--- src/logic/test_mux_b_pkg.sv ---
// constants for the second test output selector
// assumes a 25 MHz system clock and a 32.768 kHz rtc wave from another domain
package test_mux_b_pkg;

	typedef logic [4:0] sel_t;

	// select codes
	localparam sel_t SEL_WATCHDOG   = 5'h00;
	localparam sel_t SEL_ONE_SECOND_PULSE   = 5'h01;
	localparam sel_t SEL_FOUR_SECOND_PULSE   = 5'h02;
	localparam sel_t SEL_RTC_WAVE   = 5'h03;
	localparam sel_t SEL_SPARE_1    = 5'h08;
	localparam sel_t SEL_SPARE_2    = 5'h09;
	localparam sel_t SEL_WAKE       = 5'h0a;
	localparam sel_t SEL_FRAME_SYNC = 5'h0b;
	localparam sel_t SEL_MASTER_CLK = 5'h0c;
	localparam sel_t SEL_GROUND     = 5'h0e;
	localparam sel_t SEL_IRQ_FIRST  = 5'h12;
	localparam sel_t SEL_IRQ_LAST   = 5'h18;
	localparam sel_t SEL_FLASH_CLK  = 5'h1f;

	// select value after a battery power-on clear
	localparam sel_t SEL_RESET = SEL_GROUND;

	localparam int IRQ_COUNT = 7;

	// synchroniser vector layout
	localparam int SRC_W          = 15;
	localparam int SRC_WATCHDOG   = 0;
	localparam int SRC_RTC_WAVE   = 1;
	localparam int SRC_SPARE_1    = 2;
	localparam int SRC_SPARE_2    = 3;
	localparam int SRC_WAKE       = 4;
	localparam int SRC_FRAME_SYNC = 5;
	localparam int SRC_MASTER_CLK = 6;
	localparam int SRC_IRQ_0      = 7;
	localparam int SRC_FLASH_CLK  = 14;

	// rtc timing, in rtc periods
	localparam int RTC_HZ         = 32768;
	localparam int PERIOD_1S      = RTC_HZ;
	localparam int PERIOD_4S      = 4 * RTC_HZ;
	localparam int DUTY_DIV       = 4;
	localparam logic [14:0] TOP_1S  = 15'(PERIOD_1S - 1);
	localparam logic [16:0] TOP_4S  = 17'(PERIOD_4S - 1);
	localparam logic [14:0] HIGH_1S = 15'(PERIOD_1S / DUTY_DIV);
	localparam logic [16:0] HIGH_4S = 17'(PERIOD_4S / DUTY_DIV);

endpackage

--- src/logic/rtc_pulse_if.sv ---
// carries the synchronised rtc level to the pulse generator and the pulses back
// assumes both ends sit on the same system clock
`timescale 1ns/100ps
interface rtc_pulse_if;
	logic rtc_level;
	logic one_second_pulse;
	logic four_second_pulse;

	modport gen (
		input  rtc_level,
		output one_second_pulse,
		output four_second_pulse
	);
	modport use_side (
		output rtc_level,
		input  one_second_pulse,
		input  four_second_pulse
	);
endinterface

--- src/logic/rtc_pulse_gen.sv ---
// one and four second calibration pulses counted from rtc rising edges
// assumes rtc_level is already synchronised to clock_i
`timescale 1ns/100ps
module rtc_pulse_gen
	import test_mux_b_pkg::*;
(
	input  wire logic  clock_i,
	input  wire logic  rst_i,
	rtc_pulse_if.gen   pif
);
	logic        rtc_prev_ff;
	logic [14:0] cnt_1s_ff;
	logic [16:0] cnt_4s_ff;
	logic        one_second_pulse_ff;
	logic        four_second_pulse_ff;
	logic        rtc_rise;

	assign rtc_rise = pif.rtc_level & ~rtc_prev_ff;

	always_ff @(posedge clock_i) begin
		if (rst_i)
			rtc_prev_ff <= 1'b0;
		else
			rtc_prev_ff <= pif.rtc_level;
	end

	// counting rtc edges keeps the pulses true to the crystal, not to clock_i
	// counters restart at their top so the first rtc rise opens a full-length high quarter
	always_ff @(posedge clock_i) begin
		if (rst_i) begin
			cnt_1s_ff   <= TOP_1S;
			one_second_pulse_ff <= 1'b0;
		end else if (rtc_rise) begin
			cnt_1s_ff   <= (cnt_1s_ff == TOP_1S) ? '0 : cnt_1s_ff + 15'h0001;
			one_second_pulse_ff <= (cnt_1s_ff == TOP_1S) || (cnt_1s_ff < HIGH_1S - 15'h0001);
		end
	end

	always_ff @(posedge clock_i) begin
		if (rst_i) begin
			cnt_4s_ff   <= TOP_4S;
			four_second_pulse_ff <= 1'b0;
		end else if (rtc_rise) begin
			cnt_4s_ff   <= (cnt_4s_ff == TOP_4S) ? '0 : cnt_4s_ff + 17'h00001;
			four_second_pulse_ff <= (cnt_4s_ff == TOP_4S) || (cnt_4s_ff < HIGH_4S - 17'h00001);
		end
	end

	assign pif.one_second_pulse  = one_second_pulse_ff;
	assign pif.four_second_pulse = four_second_pulse_ff;
endmodule

--- src/flat_wrapper.sv ---
// flat-port wrapper written by rule: the top's interface ports become plain ports
module rtc_pulse_gen_flat import test_mux_b_pkg::*;
  (clock_i, rst_i, pif_rtc_level, pif_one_second_pulse, pif_four_second_pulse);
  rtc_pulse_if pif_i ();
  input  wire logic clock_i;
  input  wire logic rst_i;
  input wire logic [$bits(pif_i.rtc_level)-1:0] pif_rtc_level;
  output wire logic [$bits(pif_i.one_second_pulse)-1:0] pif_one_second_pulse;
  output wire logic [$bits(pif_i.four_second_pulse)-1:0] pif_four_second_pulse;
  assign pif_i.rtc_level = pif_rtc_level;
  assign pif_one_second_pulse = pif_i.one_second_pulse;
  assign pif_four_second_pulse = pif_i.four_second_pulse;
  rtc_pulse_gen u_core (.clock_i(clock_i), .rst_i(rst_i), .pif(pif_i));
endmodule
--- config.mk ---
export PLATFORM = sky130hd
export DESIGN_NAME = rtc_pulse_gen_flat
export DESIGN_NICKNAME = d
export VERILOG_FILES = /design/src/logic/test_mux_b_pkg.sv /design/src/logic/rtc_pulse_if.sv /design/src/logic/rtc_pulse_gen.sv /design/src/flat_wrapper.sv
export SDC_FILE = /design/constraint.sdc
export NUM_CORES = 1
export LEC_CHECK = 0
export ABC_CLOCK_PERIOD_IN_PS = 5700
export BUFFER_PORTS_ARGS = -buffer_cell sky130_fd_sc_hd__buf_2
export CAP_MARGIN = 20
export CORE_MARGIN = 10
export CORE_UTILIZATION = 30
export CTS_BUF_LIST = sky130_fd_sc_hd__clkbuf_8
export DETAILED_ROUTE_END_ITERATION = 10
export GPL_TIMING_DRIVEN = 0
export SYNTH_ARGS = -nofsm -noshare
export SYNTH_HDL_FRONTEND = slang
export SYNTH_SLANG_ARGS = --single-unit
export TNS_END_PERCENT = 5
--- constraint.sdc ---
create_clock -name clock_i -period 5.7 [get_ports clock_i]
set_clock_uncertainty 0.15 [all_clocks]
set_input_delay 1.14 -clock clock_i [delete_from_list [all_inputs] [get_ports clock_i]]
set_output_delay 1.14 -clock clock_i [all_outputs]
set_load 0.05 [all_outputs]
==> summary.md, run 1 <==
| Metric | Value |
|---|---|
| Arr. time, crit path | approximately 3.2 ns |
| FP Rows | 27 |
| H-tree depth | 2 |
| # fillers | between 500 and 600 |
| Worst min path class | reg2reg |
| Initial DRC count | 93 |
| Synthesized area | 1740 um^2 |
| Via/cell ratio | 5.32 |
| Clock buffer depth | 2 |
| Cell Count, Final, Fillers Out | around 290 |
| Share of post-route cells with drive strength above 1 | around 7.9% |
| Minimum clock period | 3.17 ns |
| Routed Antenna Nets | 0 |
| Worst path required time | 5.73 ns |
| Power, Total | roughly 1 mW |
| Root Driver | clkbuf_8 |
| Multi-input gate area | ~990 um^2 |
| Buffer count from post-CTS setup fixing | 0 |
| First-pass GRT wire length | between 6000 and 7000 um |
| GP Congestion | 0.799 |
| Port buffer count | 4 |
| Worst VDD drop | 0.254 mV |
| Hold Buf Count CTS | 0 |
| Critical Path Sink Type | register |
| Area Growth Syn to Fin | 12.8% |
| Grt total ovfl | 0 |
| Total track usage | 9.15% |
| Synthesized flop and latch total | 35 |
| Final Hold Fails | 0 |
| Vias post-DR | about 1500 |
| Crit path cell chain | nand4_1, nor4_1, and3_1, ha_1, clkbuf_1, nand3b_1, clkbuf_1, nand2_1, nor2_1, a2111o_1 |
| Post-synthesis net count | 210 |
| Fin area | ~2000 um^2 |
| Netlist cell types | 40 |
| Primary FF master, synth | dfxtp_1 |
| # setup viols final | 0 |
| Yosys warning count | 0 |
| Pleak | approximately 0.8 nW |
| Initial Util | 31.2% |
| Clock latency on the worst-skew pair | around 0.29 ns |
| Core region area | roughly 5600 um^2 |
| Slew HR | around two thirds |
| Util after Layout | between 30% and 40% |
| Initial antenna violation count | 0 |
| CTS sink count | 35 |
| DR DRC count | 0 |
| CTS tree | yes |
| Drt pass-1 iters | 4 |
| Crit path top cell by count | clkbuf_1 |
| Die area | between 9000 and 10000 um^2 |
| Post-CTS sizing | 0 |
| Crit Path Class | reg2reg |
| CTS clock-pin slew for the worst setup and hold paths | approximately 0.070 ns |
| PwrDens | about 510 nW/um^2 |
| Number of flops mapped to enable cells by yosys | 0 |
| HPWL Detailed | 2760 um |
| Slowest CP cell | nor4_1 |
| Inst Count DP | roughly 280 |
| Outcome | finished clean |
| Post-synthesis sequential area ratio | 40.2% |
| Tcrit/Tclk final | 55.6% |
| Die span in y | 96.2 um |
| Async set or reset register ratio after synthesis | 0% |
| DRT Wirelength | 3890 um |
| Worst-path fanout max | 10 |
| Largest net degree at the start of global routing | 13 |
| CP Launch Type | register |
| I/O Pins | 5 |
| Crit-path max cell delay | about 0.46 ns |
| Register area | 701 um^2 |
| Syn Inst Count | 203 |
| Worst-margin pin slew | slightly above 0.5 ns |
| MaxCap Viol Count | 0 |
| Final #Nets | 221 |
| Setup TNS | 0 ns |
| RSZ-0062 raised after global routing | no |
| ANT cells | 0 |
| Total placed instance area | 1850 um^2 |
| Vias in the first global route | ~1400 |
| DR WL/cell | 13.5 um |
| Die width | between 90 and 100 um |
| Max Clk Rate | approximately 320 MHz |
| Synth Area per Inst | ~8.6 um^2 |
| Fin. max-slew vios | 0 |
| CTS Buf Count | 5 |
Yosys cell counts (all sizes together) (2+ instances only):
cell	n	area, um^2
nand2b	2	12.5
a21o	8	60.1
nor2b	2	12.5
nand3	10	50.1
a211oi	2	15.0
a221o	2	20.0
nor3	12	65.1
nand3b	2	15.0
nor2	7	26.3
nor4bb	2	20.0
or3	2	12.5
xnor2	10	87.6
and4	2	17.5
nand2	25	93.8
a21oi	8	40.0
o21ai	9	45.0
o211ai	2	15.0
ha	4	50.1
a31oi	5	31.3
dfxtp	35	701
xor2	5	43.8
nor4	10	62.6
nand4	7	50.1
and3	4	25.0
inv	4	15.0
clkbuf	10	37.5
report_power, final:
part	internal, mW	switching [mW]	leakage [nW]	total [mW]
Clock	0.130	0.0954	0.0581	0.226
Combinational	0.170	0.228	0.452	0.398
Sequential	0.312	0.0671	0.289	0.380
worst paths after layout:
check                                 endpoint  slack [ns]  cells past startpoint                         startpoint
max reg2reg  u_core.cnt_4s_ff[13]$_SDFFE_PP1P_        2.53                     10   u_core.cnt_4s_ff[7]$_SDFFE_PP1P_
min reg2reg  u_core.cnt_4s_ff[16]$_SDFFE_PP1P_        0.36                      2  u_core.cnt_4s_ff[16]$_SDFFE_PP1P_
max          u_core.cnt_4s_ff[13]$_SDFFE_PP1P_        2.53                     10   u_core.cnt_4s_ff[7]$_SDFFE_PP1P_
min          u_core.cnt_4s_ff[16]$_SDFFE_PP1P_        0.36                      2  u_core.cnt_4s_ff[16]$_SDFFE_PP1P_
metal layers:
layer | vias to the layer above | part of all wire (%) | track usage [%]
met5 | - | 0 | 0
met3 | 6 | 3.7 | 2.10
met1 | 711 | 51 | 12.2
met2 | 31 | 44 | 13.5
met4 | 0 | 2.1 | 4.42
li1 | 778 | - | -
cell families (layout without fill, tap and decap cells):
kind of cell               after synthesis  after routing  synth area share (%)
adders and majority gates                4              4                  2.87
AOI/OAI and AO/OA                       41             41                  15.8
muxes                                    2              2                  1.22
and+or+nand+nor                         92             92                  29.3
xor gates and xnor gates                15             15                  7.54
DFF                                     35             35                  40.2
buffers and inverters                   14             26                  3.02
layout make-up:
class	count	area share, %
Multi-Input combinational cell	154	50.3
Buffer	10	1.91
Sequential cell	35	35.7
Timing Repair Buffer	4	1.02
Clock buffer	5	3.50
Tap cell	72	4.59
Inverter	4	0.764
Clock inverter	3	2.23
metrics by stage:
step                      setup WS, ns  hold slack (ns)
after global placement            2.59            0.344
after detailed placement          2.57            0.353
after floorplan                   3.03            0.324
final                             2.53            0.359
after global routing              2.30            0.385
after CTS                         2.54            0.363
cell usage in the layout (no fill, tap or decap), drive strengths merged, types with 2 or more instances in the layout:
| cell type | Yosys | final |
|---|---|---|
| nand3b | 2 | 2 |
| nor4 | 10 | 10 |
| and4 | 2 | 2 |
| nand3 | 10 | 10 |
| xnor2 | 10 | 10 |
| a221o | 2 | 2 |
| nand4 | 7 | 7 |
| a21oi | 8 | 8 |
| nor3 | 12 | 12 |
| clkinv | 0 | 2 |
| buf | 0 | 4 |
| ha | 4 | 4 |
| xor2 | 5 | 5 |
| nand2 | 25 | 25 |
| clkbuf | 10 | 15 |
| and3 | 4 | 4 |
| dfxtp | 35 | 35 |
| o211ai | 2 | 2 |
| nand2b | 2 | 2 |
| a31oi | 5 | 5 |
| a211oi | 2 | 2 |
| or3 | 2 | 2 |
| nor2b | 2 | 2 |
| nor2 | 7 | 7 |
| nor4bb | 2 | 2 |
| a21o | 8 | 8 |
| inv | 4 | 4 |
| o21ai | 9 | 9 |
registers in the layout (all words and copies together) (netlist names):
name and count:
u_core.cnt_1s_ff 15, u_core.pif.one_second_pulse 1, u_core.pif.four_second_pulse 1, u_core.cnt_4s_ff 17, u_core.rtc_prev_ff 1
critical path: cells and delay by family (launching register included):
kind | cells | cell delay, ns
adder cells (fa/ha/maj) | 1 | 0.15
AO/OA/AOI/OAI | 1 | 0.38
buffers and inverters | 2 | 0.60
AND/OR/NAND/NOR | 6 | 1.37
flip-flops | 1 | 0.40
(Power assumes the default switching activity.)
==> run 2: changes to the inputs <==
--- a/config.mk
+++ b/config.mk
@@ -5,7 +5,7 @@
 export SDC_FILE = /design/constraint.sdc
 export NUM_CORES = 1
 export LEC_CHECK = 0
-export ABC_CLOCK_PERIOD_IN_PS = 5700
+export ABC_CLOCK_PERIOD_IN_PS = 2600
 export BUFFER_PORTS_ARGS = -buffer_cell sky130_fd_sc_hd__buf_2
 export CAP_MARGIN = 20
 export CORE_MARGIN = 10
==> constraint.sdc (replaced) <==
create_clock -name clock_i -period 2.6 [get_ports clock_i]
set_clock_uncertainty 0.15 [all_clocks]
set_input_delay 0.52 -clock clock_i [delete_from_list [all_inputs] [get_ports clock_i]]
set_output_delay 0.52 -clock clock_i [all_outputs]
set_load 0.05 [all_outputs]
==> run 2 against run 1 <==
Die area unchanged; flip-flop and latch count unchanged; worst hold slack worse by 0.014 ns; non-clock buffer count up 9; sequential share of layout area down 1.3 points; clock power up 91%; final area up 6.5%; global-route usage down 0.44 points; highest routed layer unchanged.
==> summary.md, run 2 (synthesis results as in run 1) <==
| Metric | Value |
|---|---|
| Outcome | finished clean |
| Tcrit/Tclk final | 95.5% |
| H-tree depth | 2 |
| CTS sink count | 35 |
| Die span in y | 96.2 um |
| Critical Path Sink Type | register |
| Core region area | roughly 5600 um^2 |
| Crit-path max cell delay | 0.38 ns |
| Most frequent cells in the layout | 25 x nand2_1, 25 x dfxtp_1, 11 x nor3_1 |
| Fin. max-slew vios | 0 |
| DRT Wirelength | 4010 um |
| Clock latency on the worst-skew pair | between 0.2 and 0.3 ns |
| Pleak | about 0.85 nW |
| Multi-input gate area | between 1000 and 1500 um^2 |
| Final #Nets | between 200 and 250 |
| Biggest register | u_core.cnt_4s_ff |
| FP Rows | 27 |
| First-pass GRT wire length | 6470 um |
| ANT cells | 0 |
| Share of post-route cells with drive strength above 1 | between 10% and 20% |
| RSZ-0062 raised after global routing | no |
| Initial DRC count | roughly 110 |
| Worst-path fanout max | 8 |
| Initial Util | between 30 and 40% |
| CTS Buf Count | 5 |
| Initial antenna violation count | 0 |
| Inst Count DP | about 280 |
| Crit Path Class | reg2reg |
| Die width | between 90 and 100 um |
| Slowest CP cell | a2111o_1 |
| Vias post-DR | 1584 |
| Root Driver | clkbuf_8 |
| Minimum clock period | 2.48 ns |
| Biggest regs | u_core.cnt_4s_ff: 17 flops, u_core.cnt_1s_ff: 15 flops |
| Die area | approximately 9300 um^2 |
| CTS clock-pin slew for the worst setup and hold paths | 0.07 ns |
| Delay-heaviest family, CP | simple AND/OR/NAND/NOR gates |
| Vias in the first global route | between 1000 and 1500 |
| I/O Pins | 5 |
| Arr. time, crit path | 2.51 ns |
| Max Clk Rate | a little over 400 MHz |
| Worst-margin pin slew | 0.544 ns |
| Largest register FFs | 17 |
| Register area | about 720 um^2 |
| Worst min path class | reg2reg |
| # fillers | roughly 560 |
| Drt pass-1 iters | 4 |
| DR WL/cell | roughly 14 um |
| DR DRC count | 0 |
| Largest net degree at the start of global routing | 11 |
| CP Launch Type | register |
| Setup TNS | 0 ns |
| MaxCap Viol Count | 0 |
| Crit path cell chain | nand4_1, nor4_4, and3_4, ha_1, buf_6, nand3b_1, buf_8, nand2_1, nor2_1, a2111o_1 |
| Buf/Inv on CP | 2 |
| Hold Buf Count CTS | 0 |
| Port buffer count | 4 |
| HPWL Detailed | 2650 um |
| Area Growth Syn to Fin | 20.1% |
| Total track usage | 8.71% |
| GP Congestion | roughly 0.77 |
| CTS tree | yes |
| Grt total ovfl | 0 |
| Final Hold Fails | 0 |
| Slew HR | ~63% |
| Routed Antenna Nets | 0 |
| Worst VDD drop | 0.459 mV |
| # setup viols final | 0 |
| Cell Count, Final, Fillers Out | 296 |
| Worst path required time | roughly 2.6 ns |
| PwrDens | 1130 nW/um^2 |
| Clock buffer depth | 2 |
| Via/cell ratio | between 5 and 6 |
==> run 2: cell count changes in the layout (fill, tap and decap cells not counted), moves of 2 or more <==
cell      previous run  this run
dfxtp_2              0         8
dfxtp_4              0         2
clkbuf_8             5         7
dfxtp_1             35        25
buf_4                0        10
clkbuf_1            10         7
==> run 2: final timing paths <==
path	cells past startpoint	slack [ns]	to	from
worst max-delay path	10	0.12	u_core.cnt_4s_ff[13]$_SDFFE_PP1P_	u_core.cnt_4s_ff[3]$_SDFFE_PP1P_
worst min-delay path	1	0.34	u_core.cnt_4s_ff[4]$_SDFFE_PP1P_	u_core.cnt_4s_ff[4]$_SDFFE_PP1P_
worst max register to register	10	0.12	u_core.cnt_4s_ff[13]$_SDFFE_PP1P_	u_core.cnt_4s_ff[3]$_SDFFE_PP1P_
worst min register to register	1	0.34	u_core.cnt_4s_ff[4]$_SDFFE_PP1P_	u_core.cnt_4s_ff[4]$_SDFFE_PP1P_
==> run 2: timing repair <==
item,CTS,global route
setup endpoints to repair,3,2
resized for setup,11,13
pin swaps,5,5
setup buffers,2,8
==> run 2: worst register-to-register path, delay by kind of cell (launching register included) <==
kind	cells	cell delay, ns
buffers and inverters	2	0.29
flip-flops	1	0.37
AO/OA/AOI/OAI	1	0.38
AND/OR/NAND/NOR	6	1.05
adder cells (fa/ha/maj)	1	0.15
==> run 2: final cells by class <==
type	count	area share (%)
multi-input cells	154	48.8
flip-flops and latches	35	34.3
clock buffers	7	4.61
repair buffers	14	4.55
well taps	72	4.31
plain buffers	9	2.51
inverters	4	0.718
clock inverters	1	0.179
==> run 2: metal layers <==
metal	GRT usage, %	part of all wire, %	routed length (um)
met1	11.9	50	1990
met2	12.7	44	1770
met3	2.10	4.2	170
met4	3.69	1.8	71
met5	0	0	0
==> run 2: power by group <==
group          switching, mW  internal [mW]  total [mW]
Combinational          0.559          0.521        1.08
Clock                  0.194          0.238       0.432
Sequential             0.154          0.699       0.854
Total                  0.907           1.46        2.37
==> run 2: stage by stage <==
stage                     instance area, um^2  util (%)  total power, mW  setup WS (ns)  hold slack, ns
after floorplan                          1740         -             1.53         0.0225           0.324
after global placement                   1850      33.2             1.69         -0.323           0.344
after detailed placement                 1850      33.2             1.70         -0.329           0.350
after CTS                                2010      36.1             2.24        0.00970           0.357
after global routing                     2090      37.5             2.53        0.00734           0.369
final                                    2090      37.5             2.37          0.116           0.345
